File: src/logic/uep_pkg.sv
// Constants and types shared by the programmer-side controller
package uep_pkg;
   localparam int ADDR_W = 15;
   localparam int DATA_W = 8;
   localparam int CLK_PERIOD_NS = 10;
   // Read timing: access, gate and float delays in ns
   localparam int ACCESS_NS = 200;
   localparam int ACCESS_CYC = (ACCESS_NS + CLK_PERIOD_NS - 1) / CLK_PERIOD_NS;
   localparam int GATE_NS = 75;
   localparam int GATE_CYC = (GATE_NS + CLK_PERIOD_NS - 1) / CLK_PERIOD_NS;
   localparam int FLOAT_NS = 130;
   localparam int FLOAT_CYC = (FLOAT_NS + CLK_PERIOD_NS - 1) / CLK_PERIOD_NS;
   // Programming timing
   localparam int SETUP_US = 2;
   localparam int SETUP_CYC = SETUP_US * 1000 / CLK_PERIOD_NS;
   localparam int PULSE_US = 500;
   localparam int PULSE_CYC = PULSE_US * 1000 / CLK_PERIOD_NS;
   localparam int MAX_PULSES = 20;
   localparam int MAX_TOTAL_US = 10000;
   localparam logic [DATA_W-1:0] ERASED = 8'hFF;
   typedef enum logic [3:0] {
      UEP_IDLE   = 4'b0000,
      UEP_RSEL   = 4'b0001,
      UEP_RWAIT  = 4'b0010,
      UEP_RDONE  = 4'b0011,
      UEP_PSETUP = 4'b0100,
      UEP_PULSE  = 4'b0101,
      UEP_PHOLD  = 4'b0110,
      UEP_VGATE  = 4'b0111,
      UEP_VWAIT  = 4'b1000,
      UEP_VFLOAT = 4'b1001,
      UEP_DONE   = 4'b1010
   } uep_state_e;
endpackage

File: src/logic/uep_sync_if.sv
// Carrier between the controller and its data-line synchroniser
`timescale 1ns/1ps
interface uep_sync_if;
   logic [7:0] raw;
   logic [7:0] stable;
   modport ctl (output raw, input stable);
   modport syn (input raw, output stable);
endinterface

File: src/logic/uep_ctrl.sv
// Host-side read and pulse-and-verify program controller for a UV EPROM
`timescale 1ns/1ps
// Notes on behaviour
// - After supply sag, change address before reading
// - Program: high supply, gate high, drive byte
// - Pulse select low once address, data stable
// - Repeat pulse and verify, max twenty pulses
// - Never hold strobe low statically
// - Select high with high supply inhibits
// - Tied devices share one program pulse
// - Verify: select high, gate low, supply high
// - Gate common read strobe, select decoded
module uep_ctrl
#(
   parameter int PULSE_CYCLES = uep_pkg::PULSE_CYC,
   parameter int MAX_PULSE_CNT = uep_pkg::MAX_PULSES
)
(
   input wire logic mclk,
   input wire logic reset_n,
   input wire logic rd_req,
   input wire logic prog_req,
   input wire logic [uep_pkg::ADDR_W-1:0] req_addr,
   input wire logic [uep_pkg::DATA_W-1:0] req_data,
   input wire logic supply_sag,
   output logic busy,
   output logic done,
   output logic prog_fail,
   output logic [uep_pkg::DATA_W-1:0] rd_data,
   output logic [uep_pkg::ADDR_W-1:0] word_address,
   output logic select_program_strobe_n,
   output logic output_gate_n,
   output logic prog_supply_high,
   input wire logic [uep_pkg::DATA_W-1:0] data_lines_in,
   output logic [uep_pkg::DATA_W-1:0] data_lines_out,
   output logic data_lines_oe
);
   import uep_pkg::*;
   uep_sync_if sif ();
   uep_in_sync u_sync (.mclk(mclk), .reset_n(reset_n), .sif(sif));
   assign sif.raw = data_lines_in;

   uep_state_e st_q, st_d;
   logic [ADDR_W-1:0] addr_q, addr_d;
   logic [DATA_W-1:0] wdat_q, wdat_d;
   logic [DATA_W-1:0] rdat_q, rdat_d;
   logic [31:0] cnt_q, cnt_d;
   logic [7:0] npulse_q, npulse_d;
   logic sel_n_q, sel_n_d, gate_n_q, gate_n_d, vpp_q, vpp_d;
   logic oe_q, oe_d, done_q, done_d, fail_q, fail_d, stale_q, stale_d;
   // Sync latency is covered by adding four cycles before sampling
   localparam int SAMP = 4;
   localparam int ACC_W = ACCESS_CYC + SAMP;
   localparam int GATE_W = GATE_CYC + SAMP;

   always_comb
   begin
      st_d = st_q;
      addr_d = addr_q;
      wdat_d = wdat_q;
      rdat_d = rdat_q;
      cnt_d = cnt_q + 32'h0000_0001;
      npulse_d = npulse_q;
      sel_n_d = sel_n_q;
      gate_n_d = gate_n_q;
      vpp_d = vpp_q;
      oe_d = oe_q;
      done_d = 1'b0;
      fail_d = fail_q;
      stale_d = stale_q | supply_sag;
      case (st_q)
         UEP_IDLE:
         begin
            cnt_d = 32'h0000_0000;
            if (rd_req)
            begin
               addr_d = req_addr;
               // New address clears a stale-after-sag condition
               // A sag in this very cycle still marks the data stale
               if (req_addr != addr_q)
                  stale_d = supply_sag;
               else if (stale_q)
                  addr_d = ~req_addr;
               sel_n_d = 1'b0;
               gate_n_d = 1'b0;
               st_d = stale_q && req_addr == addr_q ? UEP_RSEL : UEP_RWAIT;
            end
            else if (prog_req)
            begin
               addr_d = req_addr;
               wdat_d = req_data;
               vpp_d = 1'b1;
               oe_d = 1'b1;
               gate_n_d = 1'b1;
               sel_n_d = 1'b1;
               npulse_d = 8'h00;
               fail_d = 1'b0;
               st_d = UEP_PSETUP;
            end
         end
         UEP_RSEL:
         begin
            // Dummy address held one cycle, then the real one
            addr_d = ~addr_q;
            stale_d = supply_sag;
            cnt_d = 32'h0000_0000;
            st_d = UEP_RWAIT;
         end
         UEP_RWAIT:
            if (cnt_q >= 32'(ACC_W))
            begin
               rdat_d = sif.stable;
               sel_n_d = 1'b1;
               gate_n_d = 1'b1;
               done_d = 1'b1;
               st_d = UEP_IDLE;
            end
         UEP_PSETUP:
            if (cnt_q >= 32'(SETUP_CYC))
            begin
               sel_n_d = 1'b0;
               cnt_d = 32'h0000_0000;
               st_d = UEP_PULSE;
            end
         UEP_PULSE:
            // Strobe is always released after a timed width
            if (cnt_q >= 32'(PULSE_CYCLES - 1))
            begin
               sel_n_d = 1'b1;
               npulse_d = npulse_q + 8'h01;
               cnt_d = 32'h0000_0000;
               st_d = UEP_PHOLD;
            end
         UEP_PHOLD:
            if (cnt_q >= 32'(SETUP_CYC))
            begin
               oe_d = 1'b0;
               gate_n_d = 1'b0;
               cnt_d = 32'h0000_0000;
               st_d = UEP_VWAIT;
            end
         UEP_VWAIT:
            if (cnt_q >= 32'(GATE_W))
            begin
               rdat_d = sif.stable;
               gate_n_d = 1'b1;
               cnt_d = 32'h0000_0000;
               if (sif.stable == wdat_q)
                  st_d = UEP_DONE;
               else if (npulse_q >= 8'(MAX_PULSE_CNT))
                  begin
                     fail_d = 1'b1;
                     st_d = UEP_DONE;
                  end
               else
                  st_d = UEP_VFLOAT;
            end
         UEP_VFLOAT:
            // Let the device release the bus before driving again
            if (cnt_q >= 32'(FLOAT_CYC))
            begin
               oe_d = 1'b1;
               cnt_d = 32'h0000_0000;
               st_d = UEP_PSETUP;
            end
         UEP_DONE:
            if (cnt_q >= 32'(FLOAT_CYC))
            begin
               vpp_d = 1'b0;
               done_d = 1'b1;
               st_d = UEP_IDLE;
            end
         default:
            st_d = UEP_IDLE;
      endcase
   end

   always_ff @(posedge mclk or negedge reset_n)
   begin
      if (!reset_n)
      begin
         st_q <= UEP_IDLE;
         addr_q <= '0;
         wdat_q <= ERASED;
         rdat_q <= '0;
         cnt_q <= '0;
         npulse_q <= '0;
         sel_n_q <= 1'b1;
         gate_n_q <= 1'b1;
         vpp_q <= 1'b0;
         oe_q <= 1'b0;
         done_q <= 1'b0;
         fail_q <= 1'b0;
         stale_q <= 1'b0;
      end
      else
      begin
         st_q <= st_d;
         addr_q <= addr_d;
         wdat_q <= wdat_d;
         rdat_q <= rdat_d;
         cnt_q <= cnt_d;
         npulse_q <= npulse_d;
         sel_n_q <= sel_n_d;
         gate_n_q <= gate_n_d;
         vpp_q <= vpp_d;
         oe_q <= oe_d;
         done_q <= done_d;
         fail_q <= fail_d;
         stale_q <= stale_d;
      end
   end

   assign busy = (st_q != UEP_IDLE);
   assign done = done_q;
   assign prog_fail = fail_q;
   assign rd_data = rdat_q;
   assign word_address = addr_q;
   assign select_program_strobe_n = sel_n_q;
   assign output_gate_n = gate_n_q;
   assign prog_supply_high = vpp_q;
   assign data_lines_out = wdat_q;
   assign data_lines_oe = oe_q;

   a_no_drive_clash: assert property (@(posedge mclk) disable iff (!reset_n)
      data_lines_oe |-> output_gate_n)
      else $error("host drives data while gate low");
   a_strobe_width: assert property (@(posedge mclk) disable iff (!reset_n)
      $fell(select_program_strobe_n) && prog_supply_high |->
      !select_program_strobe_n [*8])
      else $error("program pulse too short");
   a_strobe_gate_high: assert property (@(posedge mclk)
      disable iff (!reset_n)
      prog_supply_high && !select_program_strobe_n |-> output_gate_n)
      else $error("program pulse with gate low");
   a_verify_mode: assert property (@(posedge mclk) disable iff (!reset_n)
      st_q == UEP_VWAIT |-> select_program_strobe_n && !output_gate_n
      && prog_supply_high)
      else $error("verify mode pins wrong");
   a_pulse_limit: assert property (@(posedge mclk) disable iff (!reset_n)
      npulse_q <= 8'(MAX_PULSE_CNT))
      else $error("too many program pulses");
   a_read_pins: assert property (@(posedge mclk) disable iff (!reset_n)
      st_q == UEP_RWAIT |-> !select_program_strobe_n && !output_gate_n
      && !prog_supply_high && !data_lines_oe)
      else $error("read mode pins wrong");
   a_read_done: assert property (@(posedge mclk) disable iff (!reset_n)
      $rose(busy) && !prog_supply_high |-> ##[20:30] done)
      else $error("read did not finish in time");
   a_idle_standby: assert property (@(posedge mclk) disable iff (!reset_n)
      st_q == UEP_IDLE && !$past(busy) |-> select_program_strobe_n)
      else $error("device selected while idle");
   a_inhibit_setup: assert property (@(posedge mclk) disable iff (!reset_n)
      st_q == UEP_PSETUP |-> select_program_strobe_n)
      else $error("strobe low during setup");
endmodule

File: src/logic/uep_in_sync.sv
// Three-stage per-bit synchroniser for the returning data lines
`timescale 1ns/1ps
module uep_in_sync
(
   input wire logic mclk,
   input wire logic reset_n,
   uep_sync_if.syn sif
);
   logic [7:0] s1_q;
   logic [7:0] s2_q;
   logic [7:0] s3_q;
   logic [7:0] out_q;
   genvar i;
   generate
      for (i = 0; i < 8; i++)
      begin : g_bit
         logic out_d;
         // A change is taken only once stages two and three agree
         always_comb
         begin
            out_d = (s2_q[i] == s3_q[i]) ? s3_q[i] : out_q[i];
         end
         always_ff @(posedge mclk or negedge reset_n)
         begin
            if (!reset_n)
            begin
               s1_q[i] <= 1'b1;
               s2_q[i] <= 1'b1;
               s3_q[i] <= 1'b1;
               out_q[i] <= 1'b1;
            end
            else
            begin
               s1_q[i] <= sif.raw[i];
               s2_q[i] <= s1_q[i];
               s3_q[i] <= s2_q[i];
               out_q[i] <= out_d;
            end
         end
      end
   endgenerate
   assign sif.stable = out_q;
endmodule

File: config.mk
export PLATFORM = sky130hd
export DESIGN_NAME = uep_ctrl
export DESIGN_NICKNAME = d
export VERILOG_FILES = /design/src/logic/uep_pkg.sv /design/src/logic/uep_sync_if.sv /design/src/logic/uep_ctrl.sv /design/src/logic/uep_in_sync.sv
export SDC_FILE = /design/constraint.sdc
export NUM_CORES = 1
export LEC_CHECK = 0
export ABC_AREA = 1
export BUFFER_PORTS_ARGS = -buffer_cell sky130_fd_sc_hd__buf_4
export CAP_MARGIN = 20
export CORE_ASPECT_RATIO = 1.25
export CORE_MARGIN = 5
export CORE_UTILIZATION = 35
export CTS_CLUSTER_DIAMETER = 30
export DETAILED_ROUTE_END_ITERATION = 12
export MAX_ROUTING_LAYER = met4
export PLACE_DENSITY_LB_ADDON = 0.05
export SLEW_MARGIN = 40
export SYNTH_ARGS = -nofsm -noshare
export SYNTH_HDL_FRONTEND = slang
export SYNTH_SLANG_ARGS = --single-unit
File: constraint.sdc
create_clock -name mclk -period 2.5 [get_ports mclk]
set_input_delay 0.5 -clock mclk [delete_from_list [all_inputs] [get_ports mclk]]
set_output_delay 0.5 -clock mclk [all_outputs]
set_load 0.01 [all_outputs]
# == Word level (Yosys, flattened, before mapping) ==
# Cells that the tools add are included.
# word_totals
wordCells,166
output_inout_bits,38
reg_bits,114
inputBits,36
# classes
bitwise,4
add_sub_neg,2
n_reduce_logical,23
n_eq_ne,31
n_mux,55
n_lt_le_gt_ge,6
# op_table
operator,n
$pmux W32 S5,1
$mux W32,4
$ge A32 B4 Y1 const B,2
$mux W15,4
$mux W8,5
$mux W4,9
$pmux W4 S9,1
$add A32 B1 Y32 const B,1
$ge A32 B16 Y1 const B,1
$ge A32 B5 Y1 const B,1
$ge A32 B8 Y1 const B,1
$pmux W8 S2,2
$not A15 Y15,2
$pmux W15 S2,1
$ne A2 B2 Y1 const B,11
$mux W1,18
$eq A15 B15 Y1,1
$ne A15 B15 Y1,1
$reduce_and A5 Y1,3
$eq A4 B3 Y1 const B,3
$eq A4 B4 Y1 const B,3
$reduce_bool A4 Y1,3
$reduce_bool A2 Y1,5
$add A8 B1 Y8 const B,1
21 further kinds,37

# == Logic depth before layout (Yosys ltp) ==
# depth
ltp_word,5
ltp_mapped,12
depth_no_buf,12

# == Modules after synthesis ==
# A second synthesis with hierarchy kept.
# unflattened
cells_unflattened,799
area_unflattened_um2,6102.1
# by_module_without_submodules
module,seq_area_each_um2,n_inst,cells_per_inst,area_per_inst_um2
uep_ctrl,2064.5,1,735,5131.2
uep_in_sync,840.8,1,64,970.9

# == Least setup slack after synthesis ==
# OpenSTA, ideal clock, no wires.
# synth_timing
path_kind,register -> register
startpoint,reg cnt_q[0]
endpoint,reg cnt_q[9]
path_slack_ns,0.788
n_path_buf,1
path_stages_with_launch,10
required_ns,2.374
arrival_ns,1.587
setup_ns,0.126
synth_period_minus_slack_ns,1.712
cell_sequence,dfrtp_1 > ha_1 > nand2_1 > nor3_1 > nand2_1 > nand3_2 > nand2_2 > nor3b_4 > buf_6 > nor2_2
# synth_between
elab_chain_cells,3
elab_cells_between_ends,10
classes_between,add/sub (1); order compare (4); mux (5)
# synth_rtl
element,line,text
from (decl),uep_ctrl.sv:47,"logic [31:0] cnt_q, cnt_d;"
from (signal assigned),uep_ctrl.sv:202,cnt_q <= cnt_d;
$add A32 B1 Y32 (tied with other cells),uep_ctrl.sv:62,cnt_d = cnt_q + 32'h0000_0001;
"$mux W32, on equally long branches",--,
$pmux W32 S5 (*),uep_ctrl.sv:71,case (st_q)
net cnt_d[9],uep_ctrl.sv:47,
# The timed path passes the listed nets; every way through them passes the cells marked *.
# A chain may end at the register's enable or synchronous reset.

# == Worst setup path after layout ==
# layout_timing
startpoint,reg st_q[0]
endpoint,reg npulse_q[5]
# layout_between
elab_chain_cells,3
elab_cells_between_ends,8
classes_between,eq/ne (4); mux (1); reduce/logical (3)
# layout_rtl
element,line,text
from (decl),uep_ctrl.sv:43,"uep_state_e st_q, st_d;"
from (signal assigned),uep_ctrl.sv:198,st_q <= st_d;
$eq A4 B3 Y1 or $logic_not A4 Y1 (tied branches),uep_ctrl.sv:71,
$ne A2 B2 Y1 (no line) or $reduce_bool A2 Y1 (tied branches),--,
$reduce_and A4 Y1 (no line),--,
to (signal assigned),uep_ctrl.sv:203,npulse_q <= npulse_d;
to (decl),uep_ctrl.sv:48,"logic [7:0] npulse_q, npulse_d;"
# Several ways; a longest one is shown, not always the timed one.

==> results.md <==
- Setup violators final: 0
- Area growth syn-to-layout: 23.01%
- # IOs: 74
- Layout cells sized above 1: 0.2129
- Die H: 158.7 um
- Clk sinks: 114
- Total GRT Usage: 0.1751
- Outcome: complete, no violations
- CP Data Required Time: 2.82 ns
- Antenna cells: 0
- Ys Warns: 0
- Final TNS setup: 0 ns
- CTS buffer count: 17
- RSZ-0062 raised after global routing: false
- Ys flop type: dfrtp_1
- Clock-pin slew on the worst setup and hold paths: 0.05 ns
- Die area: 20470 um^2
- Synth Cell Area: 6192 um^2
- Post-Route Skew: 0.007135 ns
- Vias: 5452
- Worst-path cell chain: nor2_1 -> nand2_1 -> nor2_1 -> nand2_1 -> nand2_1 -> nand2_2 -> o31ai_1
- Final WL: 16750 um
- Wire per inst: 14.87 um
- Count of cell types in the netlist: 37
- CTS max path bufs: 2
- Minimum clock period: 2.026 ns
- Design Area, Final: 7617 um^2
- Largest area contributor in the netlist: dfrtp_1
- Vias in the first global route: 5609
- Iter 0 DRT Violations: 249
- Initial antenna violation count: 0
- HP Class: input port to async pin
- Fmax: 493.5 MHz
- Ys async rst share: 1.000
- Delay of the slowest critical-path stage: 0.48 ns
- Crit start category: flop
- Share of the synthesized area in the top cell type: 0.2910
- Syn_nets: 843
- CTS tree: done
- Sequential area share after synthesis: 0.4692
- Largest net degree at the start of global routing: 72
- Hold_buf cts: 0
- First-pass GRT wire length: 28010 um
- DR pass1 iterations: 5
- Initial Util: 0.3552
- Grt total ovfl: 0
- Root Driver: clkbuf_16
- Leak: 0.003708 uW
- Most frequent CP cell: nand2_1
- Post-DP HPWL: 12100 um
- Final Hold Fails: 0
- Clock latency on the worst-skew pair: 0.42 ns
- Critical path capture point type: flop
- Placed Area: 7048 um^2
- Area of the core: 17430 um^2
- EDFF count, synth: 0
- Crit-path slowest cell: dfrtp_1
- Row cnt: 54
- Yosys reg bits: 114
- Cell Pwr Density: 1002 nW/um^2
- Avg Cell Area, Syn: 7.731 um^2
- Crit-path max FO: 15
- Final nets: 931
- Peak supply drop: 0.0005439 V
- Maxcap violations: 0
- ANT nets after route: 0
- Measured slew at the worst slew-check pin: 0.4805 ns
- GPL Wtd Cong: 0.8722
- Drt via density: 4.842
- Post-cts sizing count: 0
- Rel. slew slack: 0.6772
- Final Slew Violations: 0
- Part of the cycle the worst path needs: 0.8105
- CTS H-tree depth: 4
- Critical Path AT: 2.34 ns
- Gate count after technology mapping: 801
- Port bufs: 73
- Die X: 129.0 um
- Number of remaining DRC errors: 0
- Worst Setup Path Type: flop to flop
- Area contributors post-synth: dfrtp_1 29%, dfstp_2 18%, nand2_1 14%
- Post-CTS Setup Inserts: 0
## synthesized netlist by cell type, types with 14 or more instances
| master | number |
|---|---|
| nor2_2 | 14 |
| a21oi_1 | 36 |
| inv_1 | 81 |
| o21ai_0 | 18 |
| nand4_1 | 24 |
| nand3_1 | 47 |
| xor2_1 | 25 |
| dfrtp_1 | 72 |
| nor2_1 | 109 |
| dfstp_2 | 42 |
| xnor2_1 | 15 |
| nand2_1 | 235 |
| nor3_1 | 15 |
## worst max-delay path: cells and delay by family (launching register included)
family | cells | cell delay [ns]
AO/OA/AOI/OAI | 1 | 0.25
flip-flops | 1 | 0.48
AND/OR/NAND/NOR | 6 | 1.19
## sequential cells by signal, summed over array words and instances (netlist names)
signal and flops:
stale_q 1, data_lines_out 8, prog_fail 1, u_sync.s1_q 8, cnt_q 32, prog_supply_high 1, word_address 15, data_lines_oe 1
output_gate_n 1, u_sync.sif.stable 8, npulse_q 8, st_q 4, u_sync.s2_q 8, done 1, u_sync.s3_q 8, select_program_strobe_n 1
rd_data 8
## path summary, 6_finish.rpt
| check | slack (ns) | end | from | cells after the start |
|---|---|---|---|---|
| setup / recovery | 0.47 | npulse_q[5] | st_q[0] | 7 |
| min in group mclk | 0.18 | u_sync.s1_q[2] | data_lines_in[2] | 1 |
| hold / removal | 0.07 | cnt_q[3] | reset_n | 2 |
| max in group asynchronous | 2.03 | u_sync.s3_q[1] | reset_n | 2 |
| setup reg to reg | 0.47 | npulse_q[5] | st_q[0] | 7 |
| hold reg to reg | 0.35 | u_sync.s2_q[4] | u_sync.s1_q[4] | 0 |
## logic make-up after synthesis
group | count (synthesis) | synth area share
AND/OR/NAND/NOR | 464 | 0.3251
adder cells (fa/ha/maj) | 14 | 0.02506
AO/OA/AOI/OAI | 65 | 0.05779
buffers and inverters | 104 | 0.06627
XOR/XNOR | 40 | 0.05658
flip-flops | 114 | 0.4692
## area by class of cell
class	instances	area, um^2
clock inverters	14	140.1
fillers	1818	9814
multi-input cells	583	2877
clock buffers	18	429.2
well taps	224	280.3
flip-flops and latches	114	2905
inverters	90	337.8
repair buffers	83	648.1
## where the power goes
group	leakage [uW]	total, uW	internal (uW)	switching, uW
Clock	0.000268	2360	1460	900
Sequential	0.00137	2630	2280	349
Combinational	0.00207	2650	1030	1620
Total	0.00371	7640	4770	2870
## routing by layer
metal	routed length, um	GRT usage	part of all wire	vias up
met5	0	-	0	-
li1	-	-	-	2715
met1	7504	0.2185	0.45	2553
met4	404	0.07259	0.024	0
met3	714	0.03427	0.043	36
met2	8124	0.2764	0.49	148
## cells in the final DEF, fill, tap and decap left out, drive strengths merged, types with 15 or more instances in the layout
master,synthesis,routed
clkbuf,6,18
dfstp,42,42
buf,8,83
o21ai,18,18
nand4,24,24
xnor2,15,15
nand3,49,49
inv,89,90
a21oi,36,36
dfrtp,72,72
xor2,25,25
nand2,239,239
nor2,125,125
nor3,17,17
## metrics by stage
stage / std cells / worst slack (ns) / hold slack [ns] / utilization / power (uW)
final: 1126 / 0.4736 / 0.06904 / 0.4370 / 7635
after global routing: 1126 / 0.2561 / 0.08043 / 0.4370 / 8189
after floorplan: 801 / 0.7875 / 0.2044 / - / 4318
after global placement: 1094 / 0.4540 / 0.3462 / 0.4043 / 5289
after CTS: 1126 / 0.4457 / 0.06920 / 0.4370 / 7740
after detailed placement: 1094 / 0.4533 / 0.3468 / 0.4043 / 5331
Note: power is estimated with default switching activity, not from simulation.
